--- config.mk ---
export PLATFORM = sky130hd
export DESIGN_NAME = rss_sequencer
export DESIGN_NICKNAME = d
export VERILOG_FILES = /design/src/rss_pkg.sv /design/src/rss_sync.sv /design/src/rss_rail.sv /design/src/rss_sequencer.sv
export SDC_FILE = /design/constraint.sdc
export NUM_CORES = 1
export LEC_CHECK = 0
export BUFFER_PORTS_ARGS = -buffer_cell sky130_fd_sc_hd__buf_2
export CAP_MARGIN = 20
export CORE_MARGIN = 4
export CORE_UTILIZATION = 54
export CTS_BUF_LIST = sky130_fd_sc_hd__clkbuf_4 sky130_fd_sc_hd__clkbuf_8 sky130_fd_sc_hd__clkbuf_16
export CTS_CLUSTER_DIAMETER = 150
export DETAILED_ROUTE_END_ITERATION = 8
export GPL_TIMING_DRIVEN = 0
export MAX_ROUTING_LAYER = met4
export PLACE_DENSITY_LB_ADDON = 0.08
export SLEW_MARGIN = 20
export SYNTH_ARGS = -nofsm -noshare
export SYNTH_HDL_FRONTEND = slang
export SYNTH_SLANG_ARGS = --single-unit
--- constraint.sdc ---
create_clock -name core_clk -period 3.8 [get_ports core_clk]
set_input_delay 0.76 -clock core_clk [delete_from_list [all_inputs] [get_ports core_clk]]
set_output_delay 0.76 -clock core_clk [all_outputs]
set_load 0.02 [all_outputs]
--- src/rss_pkg.sv ---
`default_nettype none
package rss_pkg;
  // ----------------------------------------------------------------
  // clock and timing
  // ----------------------------------------------------------------
  localparam int CLK_HZ = 20_000_000;
  localparam int HZ_PER_MHZ = 1_000_000;
  localparam int START_US = 100; // internal supply bring-up window
  localparam int START_CYC = (CLK_HZ / HZ_PER_MHZ) * START_US;
  localparam int CONFIG_US = 1100; // configuration load time
  localparam int CONFIG_CYC = (CLK_HZ / HZ_PER_MHZ) * CONFIG_US;
  localparam int MS_US = 1000; // one delay unit of the wait registers
  localparam int MS_CYC = (CLK_HZ / HZ_PER_MHZ) * MS_US;
  localparam int FAULT_MS = 500; // all-rails-off time after a start fault
  localparam int FAULT_CYC = FAULT_MS * MS_CYC;
  localparam int RES_OSC_DIV = 20; // resistor-set oscillator, 1 MHz tick
  localparam int NRAIL = 4;
  localparam int TW = 24; // timer width
  // ----------------------------------------------------------------
  // register offsets and reset values
  // ----------------------------------------------------------------
  localparam logic [7:0] ADDR_ENABLE_MODE = 8'hD2;
  localparam logic [7:0] ADDR_RAIL_ORDER = 8'hD5;
  localparam logic [7:0] ADDR_DIVIDER = 8'hD7;
  localparam logic [7:0] ADDR_POST_WAIT = 8'hDC;
  localparam logic [7:0] ADDR_ON_OFF_WAIT = 8'hDD;
  localparam logic [7:0] ADDR_RAMP_RATE = 8'hDE;
  localparam logic [7:0] ADDR_STATUS = 8'hE0;
  localparam logic [7:0] RST_ENABLE_MODE = 8'h00;
  localparam logic [7:0] RST_RAIL_ORDER = 8'h00; // all rails in slot 0
  localparam logic [7:0] RST_DIVIDER = 8'h00; // divide by 1
  localparam logic [7:0] RST_POST_WAIT = 8'h01; // 1 ms
  localparam logic [7:0] RST_ON_OFF_WAIT = 8'h55; // 5 ms on, 5 ms off
  localparam logic [7:0] RST_RAMP_RATE = 8'h00; // analog ramp
  // ----------------------------------------------------------------
  // fields
  // ----------------------------------------------------------------
  localparam logic [1:0] EN_MODE_GATE = 2'h2; // first pin gates all rails
  localparam int PG_DEP_BIT = 2;
  localparam int DCM_ONLY_BIT = 3;
  localparam int DIS_LSB = 4;
  localparam int DIGSS_BIT = 2;
  // ----------------------------------------------------------------
  // soft-start ramp
  // ----------------------------------------------------------------
  localparam int STEP_MV = 10;
  localparam int VREF_MV = 800;
  localparam logic [7:0] RAMP_TOP = 8'(VREF_MV / STEP_MV);
  localparam logic [4:0] LS_FULL = 5'h10; // low-side width at full sync
  localparam int STEP_US_BASE = 10; // step time doubles per rate code
  localparam int STEP_W = 12;
  // ----------------------------------------------------------------
  // types
  // ----------------------------------------------------------------
  typedef struct packed {
    logic [7:0] enable_mode_config;
    logic [7:0] rail_order_config;
    logic [7:0] divider_phase_config;
    logic [7:0] post_config_wait;
    logic [7:0] rail_on_off_wait;
    logic [7:0] ramp_step_rate;
  } rss_cfg_t;
  typedef struct packed {
    logic wr;
    logic [7:0] addr;
    logic [7:0] wdata;
  } rss_reg_req_t;
  typedef enum logic [2:0] {
    ST_OFF, ST_START, ST_WAIT_RST, ST_CONFIG, ST_RDELAY, ST_SEQ, ST_RUN, ST_FAULT
  } rss_state_t;
  // cycles per digital ramp step for a rate code
  function automatic logic [STEP_W-1:0] step_cyc(input logic [1:0] sel);
    return STEP_W'(((CLK_HZ / HZ_PER_MHZ) * STEP_US_BASE) << sel);
  endfunction : step_cyc
endpackage : rss_pkg
`default_nettype wire

--- src/rss_sync.sv ---
`default_nettype none
module rss_sync #(
  parameter int W = 1
) (
  // clock and reset
  input wire logic core_clk,
  input wire logic rst,
  // asynchronous inputs and filtered result
  input wire logic [W-1:0] din,
  output logic [W-1:0] dout
);
  import rss_pkg::*;
  logic [W-1:0] s1, s2, s3, next_dout;
  // a bit changes once the second and third stages agree
  always_comb begin
    for (int i = 0; i < W; i++) begin
      next_dout[i] = (s2[i] == s3[i]) ? s3[i] : dout[i];
    end
  end
  // three-stage chain and filtered output
  always_ff @(posedge core_clk) begin
    if (rst) begin
      s1 <= '0;
      s2 <= '0;
      s3 <= '0;
      dout <= '0;
    end else begin
      s1 <= din;
      s2 <= s1;
      s3 <= s2;
      dout <= next_dout;
    end
  end
endmodule : rss_sync
`default_nettype wire

--- src/rss_rail.sv ---
`default_nettype none
module rss_rail (
  // clock and reset
  input wire logic core_clk,
  input wire logic rst,
  // control
  input wire logic start,
  input wire logic osc_tick,
  input wire logic [1:0] div_sel,
  input wire logic [1:0] rate_sel,
  input wire logic digital_ss,
  input wire logic dcm_only,
  input wire logic fb_above,
  // rail outputs
  output logic [7:0] ramp_code,
  output logic ramp_from_pin,
  output logic switching_on,
  output logic low_side_pulse,
  output logic [4:0] ls_width,
  output logic ccm_reached,
  output logic pwm_tick
);
  import rss_pkg::*;
  logic [2:0] div_cnt, next_div_cnt, div_mask;
  logic [rss_pkg::STEP_W-1:0] step_cnt, next_step_cnt;
  logic [7:0] next_ramp;
  logic next_from_pin, next_sw, next_ls_pulse, next_pwm, next_ccm;
  logic [4:0] next_ls;
  // divider, ramp and switching start
  always_comb begin
    div_mask = 3'((4'h1 << div_sel) - 4'h1);
    next_div_cnt = osc_tick ? 3'(div_cnt + 3'h1) : div_cnt;
    next_pwm = osc_tick && ((div_cnt & div_mask) == 3'h0);
    next_from_pin = !digital_ss;
    next_ramp = ramp_code;
    next_step_cnt = step_cnt;
    next_sw = switching_on;
    next_ls = ls_width;
    next_ls_pulse = 1'b0;
    if (!start) begin
      next_ramp = 8'h00;
      next_step_cnt = '0;
      next_sw = 1'b0;
      next_ls = 5'h00;
    end else begin
      if (digital_ss && ramp_code != RAMP_TOP) begin
        if (step_cnt >= step_cyc(rate_sel) - STEP_W'(1)) begin
          next_step_cnt = '0;
          next_ramp = 8'(ramp_code + 8'h01);
        end else begin
          next_step_cnt = STEP_W'(step_cnt + STEP_W'(1));
        end
      end
      if (!fb_above) begin
        next_sw = 1'b1;
      end
      if (switching_on && pwm_tick) begin
        next_ls_pulse = 1'b1;
        if (ls_width == 5'h00) begin
          next_ls = 5'h01;
        end else if (!dcm_only && ls_width != LS_FULL) begin
          next_ls = 5'(ls_width + 5'h01);
        end
      end
    end
    next_ccm = (next_ls == LS_FULL);
  end
  // registers
  always_ff @(posedge core_clk) begin
    if (rst) begin
      div_cnt <= 3'h0;
      step_cnt <= '0;
      ramp_code <= 8'h00;
      ramp_from_pin <= 1'b1;
      switching_on <= 1'b0;
      low_side_pulse <= 1'b0;
      ls_width <= 5'h00;
      ccm_reached <= 1'b0;
      pwm_tick <= 1'b0;
    end else begin
      div_cnt <= next_div_cnt;
      step_cnt <= next_step_cnt;
      ramp_code <= next_ramp;
      ramp_from_pin <= next_from_pin;
      switching_on <= next_sw;
      low_side_pulse <= next_ls_pulse;
      ls_width <= next_ls;
      ccm_reached <= next_ccm;
      pwm_tick <= next_pwm;
    end
  end
  // checks
  a_ramp_step: assert property (@(posedge core_clk) disable iff (rst)
    start && $past(start) && ramp_code != $past(ramp_code)
    |-> ramp_code == 8'($past(ramp_code) + 8'h01))
    else $error("ramp moved by more than one step");
  a_hold_switch: assert property (@(posedge core_clk) disable iff (rst)
    (start && fb_above && !switching_on) |=> !switching_on)
    else $error("switching began above feedback");
  a_ls_grow: assert property (@(posedge core_clk) disable iff (rst)
    (start && switching_on && pwm_tick && !dcm_only && ls_width != 5'h00
     && ls_width != LS_FULL) |=> ls_width == 5'($past(ls_width) + 5'h01))
    else $error("low-side width did not grow");
endmodule : rss_rail
`default_nettype wire

--- src/rss_sequencer.sv ---
`default_nettype none
// Function
// - bring up internal supplies before anything else
// - reset rise runs 1.1 ms configuration load
// - then wait programmable reset delay
// - any rail first, each waits on-delay
// - on and off delays default 5 ms
// - default order starts all rails together
// - good mode: prior good, then delay
// - fixed mode: delay counts from prior enable
// - disabled rails are skipped in order
// - no startup while input under lockout
// - enable mode 10: pin gates all rails
// - ramp from capacitor pin or digital
// - digital ramp steps 10 mV, rate selectable
// - ramp from zero, switch after crossing
// - first pulse low side, then diode emulation
// - continuous mode grows low-side pulse gradually
// - PWM rate is oscillator over 1,2,4,8
// - oscillator clock driven out on pin
// - no lock: fall back to resistor rate
// - reset delay defaults to 1 ms
// - start fault in non-default rail order: rails off 500 ms, restart
module rss_sequencer #(
  parameter int CONFIG_CYCLES = rss_pkg::CONFIG_CYC,
  parameter int MS_CYCLES = rss_pkg::MS_CYC,
  parameter int FAULT_CYCLES = rss_pkg::FAULT_CYC
) (
  // clock and reset
  input wire logic core_clk,
  input wire logic rst,
  // pins
  input wire logic chip_enable_pin,
  input wire logic reset_release_pin,
  input wire logic vin_ok_pin,
  input wire logic [3:0] rail_enable_pin,
  input wire logic [3:0] rail_good_output,
  input wire logic [3:0] rail_fault_pin,
  input wire logic [3:0] fb_above_pin,
  input wire logic osc_set_sync_pin,
  input wire logic sync_locked_pin,
  // nonvolatile image and management register port
  input wire rss_pkg::rss_cfg_t nvm_image,
  input wire rss_pkg::rss_reg_req_t reg_req,
  output logic [7:0] reg_rdata,
  // startup status
  output logic int_supply_en,
  output logic config_busy,
  output logic [3:0] rail_start,
  output logic clk_out,
  // rail drive
  output logic [3:0][7:0] ramp_code,
  output logic [3:0] ramp_from_pin,
  output logic [3:0] switching_on,
  output logic [3:0] low_side_pulse,
  output logic [3:0] ccm_reached,
  output logic [3:0] pwm_tick
);
  import rss_pkg::*;
  // ----------------------------------------------------------------
  // input synchronisers
  // ----------------------------------------------------------------
  logic [20:0] sync_out;
  logic ce_s, rstn_s, vin_s, osc_s, lock_s;
  logic [3:0] en_s, good_s, fault_s, fb_s;
  rss_sync #(.W(21)) u_sync (
    .core_clk(core_clk),
    .rst(rst),
    .din({chip_enable_pin, reset_release_pin, vin_ok_pin, rail_enable_pin,
          rail_good_output, rail_fault_pin, fb_above_pin, osc_set_sync_pin,
          sync_locked_pin}),
    .dout(sync_out)
  );
  assign {ce_s, rstn_s, vin_s, en_s, good_s, fault_s, fb_s, osc_s, lock_s} = sync_out;
  // ----------------------------------------------------------------
  // state
  // ----------------------------------------------------------------
  rss_state_t state, next_state;
  rss_cfg_t cfg, next_cfg;
  logic [TW-1:0] timer, next_timer;
  logic [1:0] slot, next_slot;
  logic armed, next_armed;
  logic [3:0] run, next_run, last, next_last, slot_rails, pin_ok, next_start;
  logic [3:0] disabled;
  logic gate_mode, internal_seq, prev_ok, next_int_en, next_busy;
  logic [7:0] next_rdata;
  // converts a count of milliseconds to clock cycles
  function automatic logic [TW-1:0] ms_to_cyc(input logic [7:0] n);
    return TW'(int'(n) * MS_CYCLES);
  endfunction : ms_to_cyc
  // decoded configuration
  always_comb begin
    gate_mode = (cfg.enable_mode_config[1:0] == EN_MODE_GATE);
    disabled = cfg.enable_mode_config[DIS_LSB +: 4];
    internal_seq = (cfg.rail_order_config != RST_RAIL_ORDER);
    for (int i = 0; i < NRAIL; i++) begin
      slot_rails[i] = (cfg.rail_order_config[2*i +: 2] == slot) && !disabled[i];
      pin_ok[i] = gate_mode ? en_s[0] : en_s[i];
    end
    prev_ok = !cfg.enable_mode_config[PG_DEP_BIT] || (&(good_s | ~last));
  end
  // ----------------------------------------------------------------
  // sequencer and register file
  // ----------------------------------------------------------------
  always_comb begin
    next_state = state;
    next_cfg = cfg;
    next_timer = (timer != '0) ? TW'(timer - TW'(1)) : timer;
    next_slot = slot;
    next_armed = armed;
    next_run = run;
    next_last = last;
    if (reg_req.wr) begin
      case (reg_req.addr)
        ADDR_ENABLE_MODE: next_cfg.enable_mode_config = reg_req.wdata;
        ADDR_RAIL_ORDER: next_cfg.rail_order_config = reg_req.wdata;
        ADDR_DIVIDER: next_cfg.divider_phase_config = reg_req.wdata;
        ADDR_POST_WAIT: next_cfg.post_config_wait = reg_req.wdata;
        ADDR_ON_OFF_WAIT: next_cfg.rail_on_off_wait = reg_req.wdata;
        ADDR_RAMP_RATE: next_cfg.ramp_step_rate = reg_req.wdata;
        default: next_cfg = cfg;
      endcase
    end
    case (state)
      ST_OFF: begin
        next_state = ST_START;
        next_timer = TW'(START_CYC);
      end
      ST_START: begin
        if (timer == '0) begin
          next_state = ST_WAIT_RST;
        end
      end
      ST_WAIT_RST: begin
        if (rstn_s) begin
          next_state = ST_CONFIG;
          next_timer = TW'(CONFIG_CYCLES);
        end
      end
      ST_CONFIG: begin
        if (timer == '0) begin
          next_cfg = nvm_image;
          next_state = ST_RDELAY;
          next_timer = ms_to_cyc(nvm_image.post_config_wait);
        end
      end
      ST_RDELAY: begin
        if (timer == '0) begin
          next_state = ST_SEQ;
          next_slot = 2'h0;
          next_armed = 1'b0;
          next_last = 4'h0;
        end
      end
      ST_SEQ: begin
        if (slot_rails == 4'h0) begin
          next_slot = 2'(slot + 2'h1);
          if (slot == 2'h3) begin
            next_state = ST_RUN;
          end
        end else if (!armed) begin
          if (prev_ok && !(gate_mode && !en_s[0])) begin
            next_armed = 1'b1;
            next_timer = ms_to_cyc({4'h0, cfg.rail_on_off_wait[3:0]});
          end
        end else if (timer == '0) begin
          next_run = run | slot_rails;
          next_last = slot_rails;
          next_armed = 1'b0;
          next_slot = 2'(slot + 2'h1);
          if (slot == 2'h3) begin
            next_state = ST_RUN;
          end
        end
        if (internal_seq && (fault_s & run) != 4'h0) begin
          next_state = ST_FAULT;
          next_run = 4'h0;
          next_timer = TW'(FAULT_CYCLES);
        end
      end
      ST_RUN: begin
        next_state = ST_RUN;
      end
      ST_FAULT: begin
        if (timer == '0) begin
          next_state = ST_START;
          next_timer = TW'(START_CYC);
        end
      end
      default: next_state = ST_OFF;
    endcase
    if (!ce_s || !vin_s) begin
      next_state = ST_OFF;
      next_run = 4'h0;
      next_armed = 1'b0;
      next_timer = '0;
    end
    next_int_en = (next_state != ST_OFF);
    next_busy = (next_state == ST_CONFIG);
    next_start = next_run & pin_ok;
    case (reg_req.addr)
      ADDR_ENABLE_MODE: next_rdata = cfg.enable_mode_config;
      ADDR_RAIL_ORDER: next_rdata = cfg.rail_order_config;
      ADDR_DIVIDER: next_rdata = cfg.divider_phase_config;
      ADDR_POST_WAIT: next_rdata = cfg.post_config_wait;
      ADDR_ON_OFF_WAIT: next_rdata = cfg.rail_on_off_wait;
      ADDR_RAMP_RATE: next_rdata = cfg.ramp_step_rate;
      ADDR_STATUS: next_rdata = {1'b0, state, rail_start};
      default: next_rdata = 8'h00;
    endcase
  end
  always_ff @(posedge core_clk) begin
    if (rst) begin
      state <= ST_OFF;
      cfg <= {RST_ENABLE_MODE, RST_RAIL_ORDER, RST_DIVIDER, RST_POST_WAIT,
              RST_ON_OFF_WAIT, RST_RAMP_RATE};
      timer <= '0;
      slot <= 2'h0;
      armed <= 1'b0;
      run <= 4'h0;
      last <= 4'h0;
      int_supply_en <= 1'b0;
      config_busy <= 1'b0;
      rail_start <= 4'h0;
      reg_rdata <= 8'h00;
    end else begin
      state <= next_state;
      cfg <= next_cfg;
      timer <= next_timer;
      slot <= next_slot;
      armed <= next_armed;
      run <= next_run;
      last <= next_last;
      int_supply_en <= next_int_en;
      config_busy <= next_busy;
      rail_start <= next_start;
      reg_rdata <= next_rdata;
    end
  end
  // ----------------------------------------------------------------
  // master oscillator tick and clock out
  // ----------------------------------------------------------------
  logic [4:0] osc_cnt, next_osc_cnt;
  logic osc_d, osc_tick, next_tick, next_clk_out;
  always_comb begin
    next_osc_cnt = (osc_cnt == 5'(RES_OSC_DIV - 1)) ? 5'h00 : 5'(osc_cnt + 5'h01);
    next_tick = lock_s ? (osc_s && !osc_d) : (osc_cnt == 5'h00);
    next_clk_out = osc_tick ? !clk_out : clk_out;
  end
  always_ff @(posedge core_clk) begin
    if (rst) begin
      osc_cnt <= 5'h00;
      osc_d <= 1'b0;
      osc_tick <= 1'b0;
      clk_out <= 1'b0;
    end else begin
      osc_cnt <= next_osc_cnt;
      osc_d <= osc_s;
      osc_tick <= next_tick;
      clk_out <= next_clk_out;
    end
  end
  // ----------------------------------------------------------------
  // rails
  // ----------------------------------------------------------------
  for (genvar g = 0; g < NRAIL; g++) begin : g_rail
    rss_rail u_rail (
      .core_clk(core_clk),
      .rst(rst),
      .start(rail_start[g]),
      .osc_tick(osc_tick),
      .div_sel(cfg.divider_phase_config[1:0]),
      .rate_sel(cfg.ramp_step_rate[1:0]),
      .digital_ss(cfg.ramp_step_rate[DIGSS_BIT]),
      .dcm_only(cfg.enable_mode_config[DCM_ONLY_BIT]),
      .fb_above(fb_s[g]),
      .ramp_code(ramp_code[g]),
      .ramp_from_pin(ramp_from_pin[g]),
      .switching_on(switching_on[g]),
      .low_side_pulse(low_side_pulse[g]),
      .ls_width(),
      .ccm_reached(ccm_reached[g]),
      .pwm_tick(pwm_tick[g])
    );
  end
  // ----------------------------------------------------------------
  // checks
  // ----------------------------------------------------------------
  logic [TW-1:0] cfg_len;
  always_ff @(posedge core_clk) begin
    if (rst || !config_busy) begin
      cfg_len <= '0;
    end else begin
      cfg_len <= TW'(cfg_len + TW'(1));
    end
  end
  a_supply_first: assert property (@(posedge core_clk) disable iff (rst)
    config_busy |-> int_supply_en)
    else $error("configuration ran without internal supplies");
  a_config_len: assert property (@(posedge core_clk) disable iff (rst)
    $fell(config_busy) && state == ST_RDELAY |-> $past(cfg_len) == TW'(CONFIG_CYCLES))
    else $error("configuration phase length wrong");
  a_delay_first: assert property (@(posedge core_clk) disable iff (rst)
    $rose(state == ST_SEQ) |-> $past(state) == ST_RDELAY)
    else $error("sequence began without reset delay");
  a_uvlo_block: assert property (@(posedge core_clk) disable iff (rst)
    !vin_s |=> ##1 rail_start == 4'h0)
    else $error("rail started under lockout");
  a_gate_mode: assert property (@(posedge core_clk) disable iff (rst)
    gate_mode && !en_s[0] |=> rail_start == 4'h0)
    else $error("rail started with sequence gate low");
  a_skip_off: assert property (@(posedge core_clk) disable iff (rst)
    (run & disabled & ~$past(run)) == 4'h0)
    else $error("disabled rail entered the order");
  a_fault_off: assert property (@(posedge core_clk) disable iff (rst)
    state == ST_FAULT |=> rail_start == 4'h0)
    else $error("rails not off after start fault");
endmodule : rss_sequencer
`default_nettype wire

* After elaboration in Yosys (flattened, before gate mapping)
Index checks and enable logic that the tools add are counted.
Word-level totals: flip-flop bits (word level) 321, input port bits 88, output and inout bits 67
Operators by class: $add $sub $neg 21, multipliers 2, magnitude comparators 4, equal/unequal tests 61, shifts and indexed selects 2, muxes and demuxes 81, bitwise gates (word level) 13, reductions and logical operators 70
Operator list (count):
- $mux W24 | 8
- $mux W48 | 3
- $pmux W24 S5 | 1
- $mux W5 | 16
- $eq A8 B8 Y1 const B | 7
- $pmux W8 S7 | 1
- $add A12 B1 Y12 const B | 4
- $ge A12 B12 Y1 | 4
- $mux W12 | 4
- $mux W8 | 6
- $mux W4 | 10
- $mux W3 | 11
- $add A8 B1 Y8 const B | 4
- $ne A8 B7 Y1 const B | 4
- $add A5 B1 Y5 const B | 5
- $eq A5 B5 Y1 const B | 5
- $logic_not A5 Y1 | 5
- $logic_and A1 B1 Y1 | 24
- $logic_not A24 Y1 | 1
- $pmux W3 S8 | 1
- $reduce_bool A24 Y1 | 1
- $sub A24 B1 Y24 const B | 1
- $eq A1 B1 Y1 | 21
- $ne A5 B5 Y1 const B | 4
- 38 further kinds | 103

* Logic depth before layout (Yosys ltp)
Gate-level depths: netlist of run 1.
depth in word-level cells 10, depth in mapped cells 13

* Cells and area by module
From an unflattened synthesis of run 1, not the netlist that was laid out.
Unflattened totals: cell total of the unflattened synthesis 1981, area total of the unflattened synthesis 17372.9 um^2
Modules (own cells, without submodules):
- rss_sequencer | instances 1, cells an instance 831, area each 7208.2 um^2, seq. area each 2162.1 um^2
- rss_rail (g_rail[1].u_rail ...) | instances 3, cells an instance 234, area each 1920.6 um^2, seq. area each 660.6 um^2
- rss_sync | instances 1, cells an instance 219, area each 2453.6 um^2, seq. area each 1681.6 um^2
- rss_rail (g_rail[0].u_rail) | instances 1, cells an instance 229, area each 1949.4 um^2, seq. area each 660.6 um^2

* Least setup slack after synthesis of run 1
No wires, ideal clock.
path type input to register, start point input nvm_image[18] (netlist bit), end point register timer[21], setup time 0.124 ns, data arrival time 3.925 ns, data required time 3.676 ns, slack -0.249 ns, stages 13, buffers on the path 0, cell sequence ha_1 -> ha_1 -> inv_1 -> fa_1 -> fa_1 -> inv_1 -> fa_1 -> a21oi_1 -> o211ai_1 -> o41ai_1 -> o21ai_0 -> xnor2_1 -> o22ai_1
Between the ends: longest elaborated chain between the ends 3
RTL lines:
- start: declaration | RTL line rss_sequencer.sv:43 | input wire rss_pkg::rss_cfg_t nvm_image,
- $mul A8 B10 Y18 | RTL line rss_sequencer.sv:89 | return TW'(int'(n) * MS_CYCLES);
- $mux W24 | RTL line rss_sequencer.sv:141 | if (timer == '0) begin
- $pmux W24 S5 | RTL line rss_sequencer.sv:124 | case (state)
- end signal: assignment | RTL line rss_sequencer.sv:229 | timer <= next_timer;
- end: declaration | RTL line rss_sequencer.sv:80 | logic [TW-1:0] timer, next_timer;
No other way between the ends. A chain may end at the register's enable or synchronous reset.

* Worst setup path in the final report of run 1
Ends and elaborated chain as after synthesis.

==> results of run 1 <==
-- power breakdown --
part | total, W | internal, W | switching (W) | leakage, nW
clock | 0.00369 | 0.00224 | 0.00146 | 0.642
sequential | 0.00344 | 0.00341 | 0.0000263 | 2.60
combinational | 0.000718 | 0.000314 | 0.000403 | 4.61
total | 0.00785 | 0.00596 | 0.00189 | 7.85
-- state kept, by name (all words and copies together) (netlist names), 5 cells and up --
signal and cells:
cfg 48, u_sync.s1 21, g_rail.u_rail.ls_width 20, g_rail.u_rail.ramp_code 32, osc_cnt 5, u_sync.s3 21
reg_rdata 8, u_sync.s2 21, u_sync.dout 21, g_rail.u_rail.div_cnt 12, timer 24, g_rail.u_rail.step_cnt 48
-- layout make-up --
type / count / area [µm²] / share of cell area [%]
diodes: 1 / 2.50 / 0.0129
plain buffers: 99 / 482 / 2.48
clock buffers: 52 / 1060 / 5.45
clock inverters: 13 / 226 / 1.17
inverters: 81 / 304 / 1.57
multi-input cells: 1364 / 9650 / 49.7
flip-flops and latches: 321 / 6430 / 33.1
well taps: 396 / 495 / 2.55
repair buffers: 152 / 766 / 3.94
-- per-layer routing --
metal	GRT usage [%]	share of wire [%]	up-vias
met4	9.02	3.7	0
met3	3.87	6.1	117
met5	-	0	-
met1	34.5	44	6684
li1	-	-	6982
met2	43.4	46	439
-- worst max-delay path by stage --
stage                     end  cells after the start  slack, ns
global placement    timer[22]                     14      -0.46
CTS                 timer[22]                     14       0.07
finish              timer[21]                     14       0.18
floorplan           timer[21]                     13      0.001
global route        timer[21]                     14      0.007
detailed placement  timer[22]                     14      -0.47
-- synth_stat cells, drive strengths merged (5+ instances only) --
cell type / number
a211oi: 54
a21boi: 10
a21o: 23
a21oi: 83
a221oi: 8
a222oi: 7
a22o: 13
a22oi: 11
a31oi: 13
a41o: 5
a41oi: 6
and2: 13
and3: 16
and4: 7
buf: 41
clkbuf: 59
dfxtp: 321
fa: 15
ha: 123
inv: 80
mux2i: 59
nand2: 126
nand2b: 18
nand3: 45
nand3b: 5
nand4: 40
nor2: 201
nor2b: 81
nor3: 29
nor3b: 6
nor4: 23
o211ai: 8
o21a: 8
o21ai: 60
o21bai: 8
o22ai: 14
o31ai: 9
o41ai: 5
or2: 10
or3: 22
or4: 12
xnor2: 58
xor2: 61
-- critical path: cells and delay by family --
kind | cells | cell delay, ns
xor gates and xnor gates | 1 | 0.17
AOI/OAI and AO/OA | 5 | 0.86
adders and majority gates | 5 | 1.96
buffers and inverters | 3 | 0.28
-- what timing repair did --
item | CTS | global route
hold buffers | 0 | 0
resized for setup | 0 | 8
endpoints found under the setup margin | 0 | 16
setup buffers | 0 | 0
-- stage by stage --
step	hold WS [ns]	area (µm²)	util, %	std cells
2_1_floorplan	0.405	16800	-	1866
3_3_place_gp	0.416	18100	59.0	2414
3_5_place_dp	0.423	18100	59.0	2414
4_1_cts	0.399	19400	63.2	2479
5_1_grt	0.416	19400	63.3	2479
6_report	0.424	19400	63.3	2479
-- cell families (layout without fill, tap and decap cells) --
group                      after synthesis  count (layout)  synth area share (%)
buffers and inverters                  181             397                  4.70
muxes                                   62              62                  3.72
AOI/OAI and AO/OA                      375             375                  15.5
xor gates and xnor gates               119             119                  6.20
DFF                                    321             321                  38.3
adders and majority gates              138             138                  10.9
other                                    1               5                0.0223
and+or+nand+nor                        666             666                  20.7
==> run_results.csv, run 1 <==
group,metric,value,unit
outcome,outcome,"completed",
timing,fin_crit_sh,95.4,%
clock_tree,cts_buffers,36,
setup_path,crit_path_max_fanout,6,
clock_tree,ctsRootBufferMaster,"clkbuf_16",
timing,rsz0062_at_grt,"false",
worst_hold_path,hold_path.class,"in -> reg",
synth,synth_top_cell_by_area,"dfxtp_1",
detailed_routing,ant_nets,0,
floorplanning,rows,64,
place,dp_hpwl,34.3,mm
global_route,first_global_vias,13500,
timing,setup_viol,0,
synth,synth_cell_types,89,
setup_path,end_kind,"register",
clock_tree,clock_sinks,321,
timing,final_max_slew_viol_count,0,
detailed_routing,drt_iter0_drc,948,
final_layout,area_delta_synth_final,15.6,%
final_layout,final_common_cell,"dfxtp_1",
setup_path,worstSetupStartpointType,"input port",
setup_path,regToRegEndpoint,"g_rail[0].u_rail.step_cnt[7]",
floorplanning,die_w,184,µm
global_route,grt_pass1_wl,71.3,mm
clock_tree,clk_path_buf_depth,3,
setup_path,reg2regPathDepth,12,
power_and_ir_drop,p_total,0.00785,W
timing,finClkSkew,0.0187,ns
clock_tree,htreeDepth,2,
synth,ys.flop_type,"dfxtp_1",
setup_path,cp.arrival,4.04,ns
global_route,grt-ovfl-total,0,
final_layout,fill_cells,2651,
timing,worst_slack,0.177,ns
global_route,grt.total_usage,26.8,%
timing,fmax,276,MHz
timing,hold_viol,0,
setup_path,r2r-start,"cfg[1]",
detailed_routing,route.detailed.drc,0,
setup_path,reg2reg_slack,0.37,ns
final_layout,nets,2281,
floorplanning,dieArea,34000,µm²
place,gp_congestion,0.956,
global_route,antenna_found_initial,1,
power_and_ir_drop,powerDensity,404,nW/µm²
worst_hold_path,worstHoldPathCells,2,
synth,synth_area_leaders,"dfxtp_1 38%, ha_1 9.2%, nor2_1 4.5%",
timing,tightest_slew,1.13,ns
clock_tree,cts_tree,"built",
floorplanning,fp.dieH,184,µm
detailed_routing,wl_per_cell,18.4,µm
timing,period_minus_slack,3.62,ns
synth,async_flop_share,0,%
synth,synth_edf_count,0,
final_layout,layout_common_cells,"321 x dfxtp_1, 200 x nor2_1, 162 x buf_2",
timing,timing.slew.headroom,24.2,%
setup_path,slowest_stage,"fa_1",
setup_path,crit_chain,"clkbuf_4 > ha_1 > ha_1 > inv_1 > fa_1 > fa_1 > inv_1 > fa_2 > a21oi_2 > o211ai_1 > o41ai_2 > o21ai_1 > xnor2_1 > o22ai_1",
final_layout,drive_gt1_share,15.0,%
setup_path,crit_path_start,"nvm_image[18]",
detailed_routing,avgViaCountPerCell,5.74,
floorplanning,core,30700,µm²
power_and_ir_drop,leakagePower,7.85,nW
place,port_buffers,152,
global_route,grt_max_degree,14,
setup_path,cp_slowest_stage_delay,0.56,ns
clock_tree,clk_pin_slew,0.06,ns
synth,synth_seq_area_share,38.3,%
floorplanning,ios,155,
clock_tree,clk-insertion-delay-late,0.54,ns
worst_hold_path,worstHoldStart,"fb_above_pin[2]",
synth,avgSynthCellArea,9.02,µm²
place,place_ws,-0.474,ns
synth,syn_inst,1863,
setup_path,critical_path_class,"in -> reg",
synth,netlist_area,16800,µm²
synth,yosys_warnings,0,
detailed_routing,vias,14200,
setup_path,required,4.21,ns
timing,final.setup.tns,0,ns
worst_hold_path,hold_end,"u_sync.s1[4]",
synth,ys_seq_elements,321,
detailed_routing,drt-total-wl,45.5,mm
detailed_routing,first_pass_iters,8,
floorplanning,initial_core_util,54.8,%
power_and_ir_drop,ir_drop,0.372,mV
synth,yosysTopAreaCellShare,38.3,%
job,cap_violations,0,
(Power assumes the default switching activity.)
==> inputs of run 2 (changes only) <==
==> constraint.sdc (replaced) <==
create_clock -name core_clk -period 3.8 [get_ports core_clk]
set_input_delay 0.57 -clock core_clk [delete_from_list [all_inputs] [get_ports core_clk]]
set_output_delay 0.57 -clock core_clk [all_outputs]
set_load 0.02 [all_outputs]
==> run_results.csv, run 2 (same netlist as run 1, synthesis figures left out) <==
group,metric,value,unit
outcome,outcome,"completed",
power_and_ir_drop,powerDensity,409,nW/µm²
detailed_routing,avgViaCountPerCell,5.84,
timing,tightest_slew,1.12,ns
job,cap_violations,0,
setup_path,worstSetupStartpointType,"input port",
global_route,grt-ovfl-total,0,
setup_path,required,4.25,ns
power_and_ir_drop,p_sw,0.00186,W
place,dp_hpwl,34.4,mm
clock_tree,ctsRootBufferMaster,"clkbuf_16",
clock_tree,htreeDepth,2,
clock_tree,clk-insertion-delay-late,0.53,ns
final_layout,drive_gt1_share,14.7,%
power_and_ir_drop,p_comb_share,9.0,%
clock_tree,clock_sinks,321,
timing,fin_crit_sh,95.5,%
floorplanning,die_w,184,µm
timing,timing.slew.headroom,25.3,%
timing,finClkSkew,0.0216,ns
setup_path,cp.arrival,4.08,ns
detailed_routing,ant_nets,0,
setup_path,crit_path_max_fanout,6,
power_and_ir_drop,seqPwrFrac,43.3,%
global_route,grt_pass1_wl,72.9,mm
setup_path,r2r-start,"cfg[1]",
final_layout,multi_input_area,9620,µm²
global_route,first_global_vias,14000,
floorplanning,ios,155,
floorplanning,initial_core_util,54.8,%
clock_tree,clk_pin_slew,0.06,ns
floorplanning,core,30700,µm²
clock_tree,cts_tree,"built",
final_layout,area_delta_synth_final,15.5,%
final_layout,final_common_cell,"dfxtp_1",
timing,worst_slack,0.172,ns
global_route,grt_max_degree,14,
power_and_ir_drop,switching_share,23.5,%
final_layout,fill_cells,2675,
timing,setup_viol,0,
detailed_routing,wl_per_cell,18.6,µm
timing,fmax,276,MHz
setup_path,end_kind,"register",
detailed_routing,drt_iter0_drc,1184,
worst_hold_path,worstHoldStart,"rail_good_output[1]",
final_layout,postLayoutCoreUtil,63.3,%
setup_path,critical_path_class,"in -> reg",
clock_tree,cts_buffers,36,
power_and_ir_drop,power_frac_clock,47.7,%
timing,hold_viol,0,
detailed_routing,first_pass_iters,7,
power_and_ir_drop,leakagePower,7.86,nW
power_and_ir_drop,ir_drop,0.387,mV
place,place_ws,-0.497,ns
final_layout,layout_common_cells,"321 x dfxtp_1, 200 x nor2_1, 162 x buf_2",
timing,final_max_slew_viol_count,0,
floorplanning,fp.dieH,184,µm
final_layout,nets,2284,
detailed_routing,route.detailed.drc,0,
floorplanning,dieArea,34000,µm²
clock_tree,clk_path_buf_depth,3,
timing,period_minus_slack,3.63,ns
final_layout,reg_top3,"cfg: 48 flops, g_rail.u_rail.step_cnt: 48 flops, g_rail.u_rail.ramp_code: 32 flops",
detailed_routing,vias,14500,
timing,whs,0.258,ns
timing,final.setup.tns,0,ns
final_layout,ff_latch_area,6430,µm²
timing,rsz0062_at_grt,"false",
worst_hold_path,hold_path.class,"in -> reg",
setup_path,crit_path_start,"nvm_image[21]",
floorplanning,rows,64,
detailed_routing,drt-total-wl,46.1,mm
power_and_ir_drop,p_int,0.00607,W
place,gp_congestion,0.922,
global_route,antenna_found_initial,2,
place,port_buffers,152,
global_route,grt.total_usage,27.3,%
==> run 2: cell count changes in the layout (fill, tap and decap cells not counted), sizes merged <==
| cell | before | now |
|---|---|---|
| buf | 191 | 194 |
| bufinv | 4 | 6 |
| clkbuf | 112 | 109 |
| clkinv | 10 | 6 |
| clkinvlp | 0 | 2 |
| diode | 1 | 3 |
| inv | 80 | 82 |
==> run 2: power groups by stage <==
| stage | registers (W) | clock network [W] | logic, W |
|---|---|---|---|
| floorplan | 0.00351 | 0 | 0.000461 |
| global placement | 0.00351 | 0 | 0.000653 |
| detailed placement | 0.00351 | 0 | 0.000673 |
| CTS | 0.00344 | 0.00384 | 0.000680 |
| global route | 0.00344 | 0.00397 | 0.000800 |
| finish | 0.00344 | 0.00378 | 0.000715 |
==> run 2: worst paths after layout <==
check                                               endpoint  slack (ns)  depth (start not counted)
worst max-delay path                               timer[19]        0.17                         15
worst min-delay path                           u_sync.s1[11]        0.26                          2
worst max register to register  g_rail[2].u_rail.step_cnt[6]        0.35                         11
worst min register to register                 u_sync.s2[12]        0.43                          1
==> run 2: cell type report <==
| cell class | count | share of cell area (%) |
|---|---|---|
| Buffer | 99 | 2.48 |
| Clock buffer | 49 | 5.40 |
| Timing Repair Buffer | 155 | 4.06 |
| Antenna cell | 3 | 0.0387 |
| Inverter | 81 | 1.57 |
| Clock inverter | 15 | 1.22 |
| Tap cell | 396 | 2.55 |
| Sequential cell | 321 | 33.1 |
| Multi-Input combinational cell | 1364 | 49.6 |
==> run 2: worst max-delay path, cell delays in order <==
cell	delay, ns
buf_2	0.17
fa_1	0.57
fa_1	0.44
ha_1	0.30
inv_1	0.05
fa_1	0.53
inv_1	0.06
ha_4	0.26
nand3_1	0.09
o211ai_1	0.14
o41ai_2	0.37
buf_4	0.17
xnor2_1	0.12
a21oi_1	0.08
o22ai_1	0.15
==> run 2: stage by stage <==
step / instance area, µm² / power [W] / instances
2_1_floorplan: 16800 / 0.00397 / 1866
3_3_place_gp: 18100 / 0.00416 / 2414
3_5_place_dp: 18100 / 0.00419 / 2414
4_1_cts: 19400 / 0.00796 / 2478
5_1_grt: 19400 / 0.00821 / 2481
6_report: 19400 / 0.00794 / 2483
==> run 2: layer usage <==
metal  part of all wire, %  track usage (%)  wire, µm
met1                    43             34.2     19800
met2                    47             45.0     21700
met3                   6.3             3.93      2890
met4                   3.7             10.0      1710
met5                     0                -         0
==> run 2: timing repair <==
action / CTS / global route
gates resized for setup: 0 / 6
buffers inserted: 0 / 3
setup endpoints to repair: 0 / 14
hold buffers: 0 / 0
==> inputs of run 3 (changes only) <==
BUFFER_PORTS_ARGS = -buffer_cell sky130_fd_sc_hd__buf_4   (was -buffer_cell sky130_fd_sc_hd__buf_2)
CORE_UTILIZATION = 55   (was 54)
SYNTH_HIERARCHICAL = 1   (was unset)
==> run_results.csv, run 3 <==
group,metric,value,unit
timing,period_minus_slack,3.71,ns
synth,synth-xor-area-share,3.38,%
clock_tree,clk-insertion-delay-late,0.53,ns
timing,worst_slack,0.0867,ns
final_layout,drive_gt1_share,13.8,%
global_route,grt-ovfl-total,0,
setup_path,crit_path_max_fanout,6,
detailed_routing,ant_nets,0,
global_route,grtUsageMet3,3.44,%
place,port_buffers,153,
synth,synth_area_leaders,"dfxtp_1 37%, ha_1 9.4%, a21oi_1 3.5%",
final_layout,layout_common_cells,"324 x dfxtp_1, 157 x buf_4, 154 x nand2_1",
worst_hold_path,worstHoldPathCells,2,
detailed_routing,vias,15700,
place,dp_hpwl,35.7,mm
power_and_ir_drop,leakagePower,8.14,nW
setup_path,worstSetupStartpointType,"input port",
timing,fin_crit_sh,97.7,%
worst_hold_path,hold_path.class,"in -> reg",
global_route,first_global_vias,14600,
outcome,outcome,"completed",
floorplanning,core,30900,µm²
final_layout,fill_cells,2595,
global_route,grt_max_degree,33,
synth,yosys.area_share.simple,22.6,%
floorplanning,initial_core_util,56.2,%
global_route,grt_util_met2,44.3,%
synth,avgSynthCellArea,8.77,µm²
final_layout,nets,2405,
synth,ys.flop_type,"dfxtp_1",
floorplanning,dieArea,34500,µm²
timing,tightest_slew,1.15,ns
global_route,antenna_found_initial,2,
synth,syn_nets,2214,
final_layout,reg_top3,"cfg: 48 flops, g_rail.u_rail/step_cnt: 48 flops, g_rail.u_rail/ramp_code: 32 flops",
synth,synth_mux_area_share,3.41,%
clock_tree,clk_path_buf_depth,3,
final_layout,area_delta_synth_final,17.2,%
synth,ys_seq_elements,324,
clock_tree,ctsRootBufferMaster,"clkbuf_16",
final_layout,multi_input_area,10200,µm²
synth,yosys_warnings,6,
job,cap_violations,0,
global_route,grt_busiest_layer,"met2",
clock_tree,clock_sinks,324,
clock_tree,htreeDepth,2,
detailed_routing,first_pass_iters,9,
floorplanning,fp.dieH,186,µm
synth,ys_top_cells_by_count,"324 x dfxtp_1, 154 x nand2_1, 151 x nor2_1",
setup_path,critical_path_class,"in -> reg",
synth,synth-compound-area-share,17.5,%
timing,setup_viol,0,
clock_tree,holdBufCountCts,0,
place,place_ws,-0.500,ns
floorplanning,die_w,186,µm
timing,timing.slew.headroom,23.4,%
synth,synth_edf_count,0,
timing,rsz0062_at_grt,"false",
detailed_routing,wl_per_cell,18.7,µm
final_layout,final_cell_count_no_fill,2596,
floorplanning,rows,64,
setup_path,cp.arrival,4.12,ns
detailed_routing,route.detailed.drc,0,
clock_tree,cts_tree,"built",
detailed_routing,drt-total-wl,48.5,mm
power_and_ir_drop,ir_drop,0.373,mV
timing,final.setup.tns,0,ns
detailed_routing,avgViaCountPerCell,6.04,
synth,synth_top_cell_by_area,"dfxtp_1",
global_route,grt_pass1_wl,76.1,mm
synth,async_flop_share,0,%
synth,netlist_area,17400,µm²
synth,synth_seq_area_share,37.3,%
final_layout,final_common_cell,"dfxtp_1",
power_and_ir_drop,powerDensity,386,nW/µm²
synth,synth_cell_types,84,
setup_path,end_kind,"register",
clock_tree,cts_buffers,35,
detailed_routing,drt_iter0_drc,1365,
timing,finClkSkew,0.0157,ns
timing,final_max_slew_viol_count,0,
place,place_inst,2530,
floorplanning,ios,155,
global_route,met1_usage,36.7,%
timing,fmax,269,MHz
timing,hold_viol,0,
clock_tree,clk_pin_slew,0.06,ns
setup_path,reg2regPathDepth,10,
synth,yosysTopAreaCellShare,37.3,%
final_layout,ff_latch_area,6490,µm²
synth,synth_top_family_by_area,"simple AND/OR/NAND/NOR gates",
synth,synthAdderAreaFrac,11.1,%
place,gp_congestion,0.952,
synth,yosys.cell_count.top_type,"dfxtp_1",
setup_path,required,4.20,ns
synth,syn_inst,1981,
global_route,grt.total_usage,27.8,%
run 3: changes by cell type in the layout (fill, tap and decap cells not counted), moves of 27 or more:
| cell | previous run | this run |
|---|---|---|
| buf_2 | 162 | 20 |
| nor3_1 | 27 | 54 |
| nand2_1 | 126 | 154 |
| xnor2_1 | 58 | 29 |
| nor2_1 | 200 | 150 |
| buf_4 | 28 | 157 |
| a21oi_1 | 81 | 120 |
| o21ai_0 | 54 | 94 |
run 3: logic make-up after synthesis:
| family | count (synthesis) |
|---|---|
| compound gates | 463 |
| xor+xnor | 67 |
| fa+ha+maj | 145 |
| buf+inv | 182 |
| flops | 324 |
| mux | 59 |
| other cells | 4 |
| simple gates | 737 |
run 3: what timing repair did:
item,in CTS,in global routing
gates resized for setup,0,9
setup endpoints to repair,0,3
buffers inserted,0,1
run 3: per-stage QoR:
step / hold WS [ns] / total power [W] / util, % / area, µm²
6_report: 0.253 / 0.00785 / 65.9 / 20400
5_1_grt: 0.240 / 0.00812 / 65.9 / 20400
4_1_cts: 0.236 / 0.00785 / 65.6 / 20300
3_5_place_dp: 0.423 / 0.00426 / 61.6 / 19100
3_3_place_gp: 0.418 / 0.00424 / 61.6 / 19100
2_1_floorplan: 0.414 / 0.00400 / - / 17400
run 3: layout make-up:
class	count	share of cell area (%)
timing repair buffer	154	5.68
inverter	98	1.81
buffer	84	2.17
tap	396	2.43
antenna	2	0.0246
clock buffer	40	4.58
multi-input combinational	1475	50.0
clock inverter	23	1.46
sequential	324	31.9
run 3: critical path, stage by stage:
cell and delay, ns:
buf_4 0.17, ha_4 0.25, ha_4 0.26, fa_1 0.44, fa_2 0.62, ha_1 0.26, a211oi_2 0.26, o21ai_2 0.11
or3_4 0.36, a311oi_4 0.29, nor2_2 0.08, a211oi_2 0.35, o31ai_2 0.09
run 3: per-layer routing:
| metal | vias to the layer above | wire length (µm) |
|---|---|---|
| met3 | 125 | 3220 |
| met1 | 7412 | 21100 |
| met4 | 0 | 1860 |
| met2 | 593 | 22400 |
| met5 | - | 0 |
| li1 | 7539 | - |
run 3: power by group:
part	leakage, nW	switching (W)	internal (W)
clock network	0.609	0.00145	0.00214
logic	4.91	0.000429	0.000359
registers	2.62	0.0000331	0.00344
run 3: final timing paths:
kind	end	from	slack, ns
min	u_sync/s1[14]	rail_enable_pin[0]	0.25
max	timer[22]	nvm_image[18]	0.09
max reg2reg	g_rail[2].u_rail/step_cnt[4]	cfg[1]	0.23
min reg2reg	u_sync/s2[10]	u_sync/s1[10]	0.43
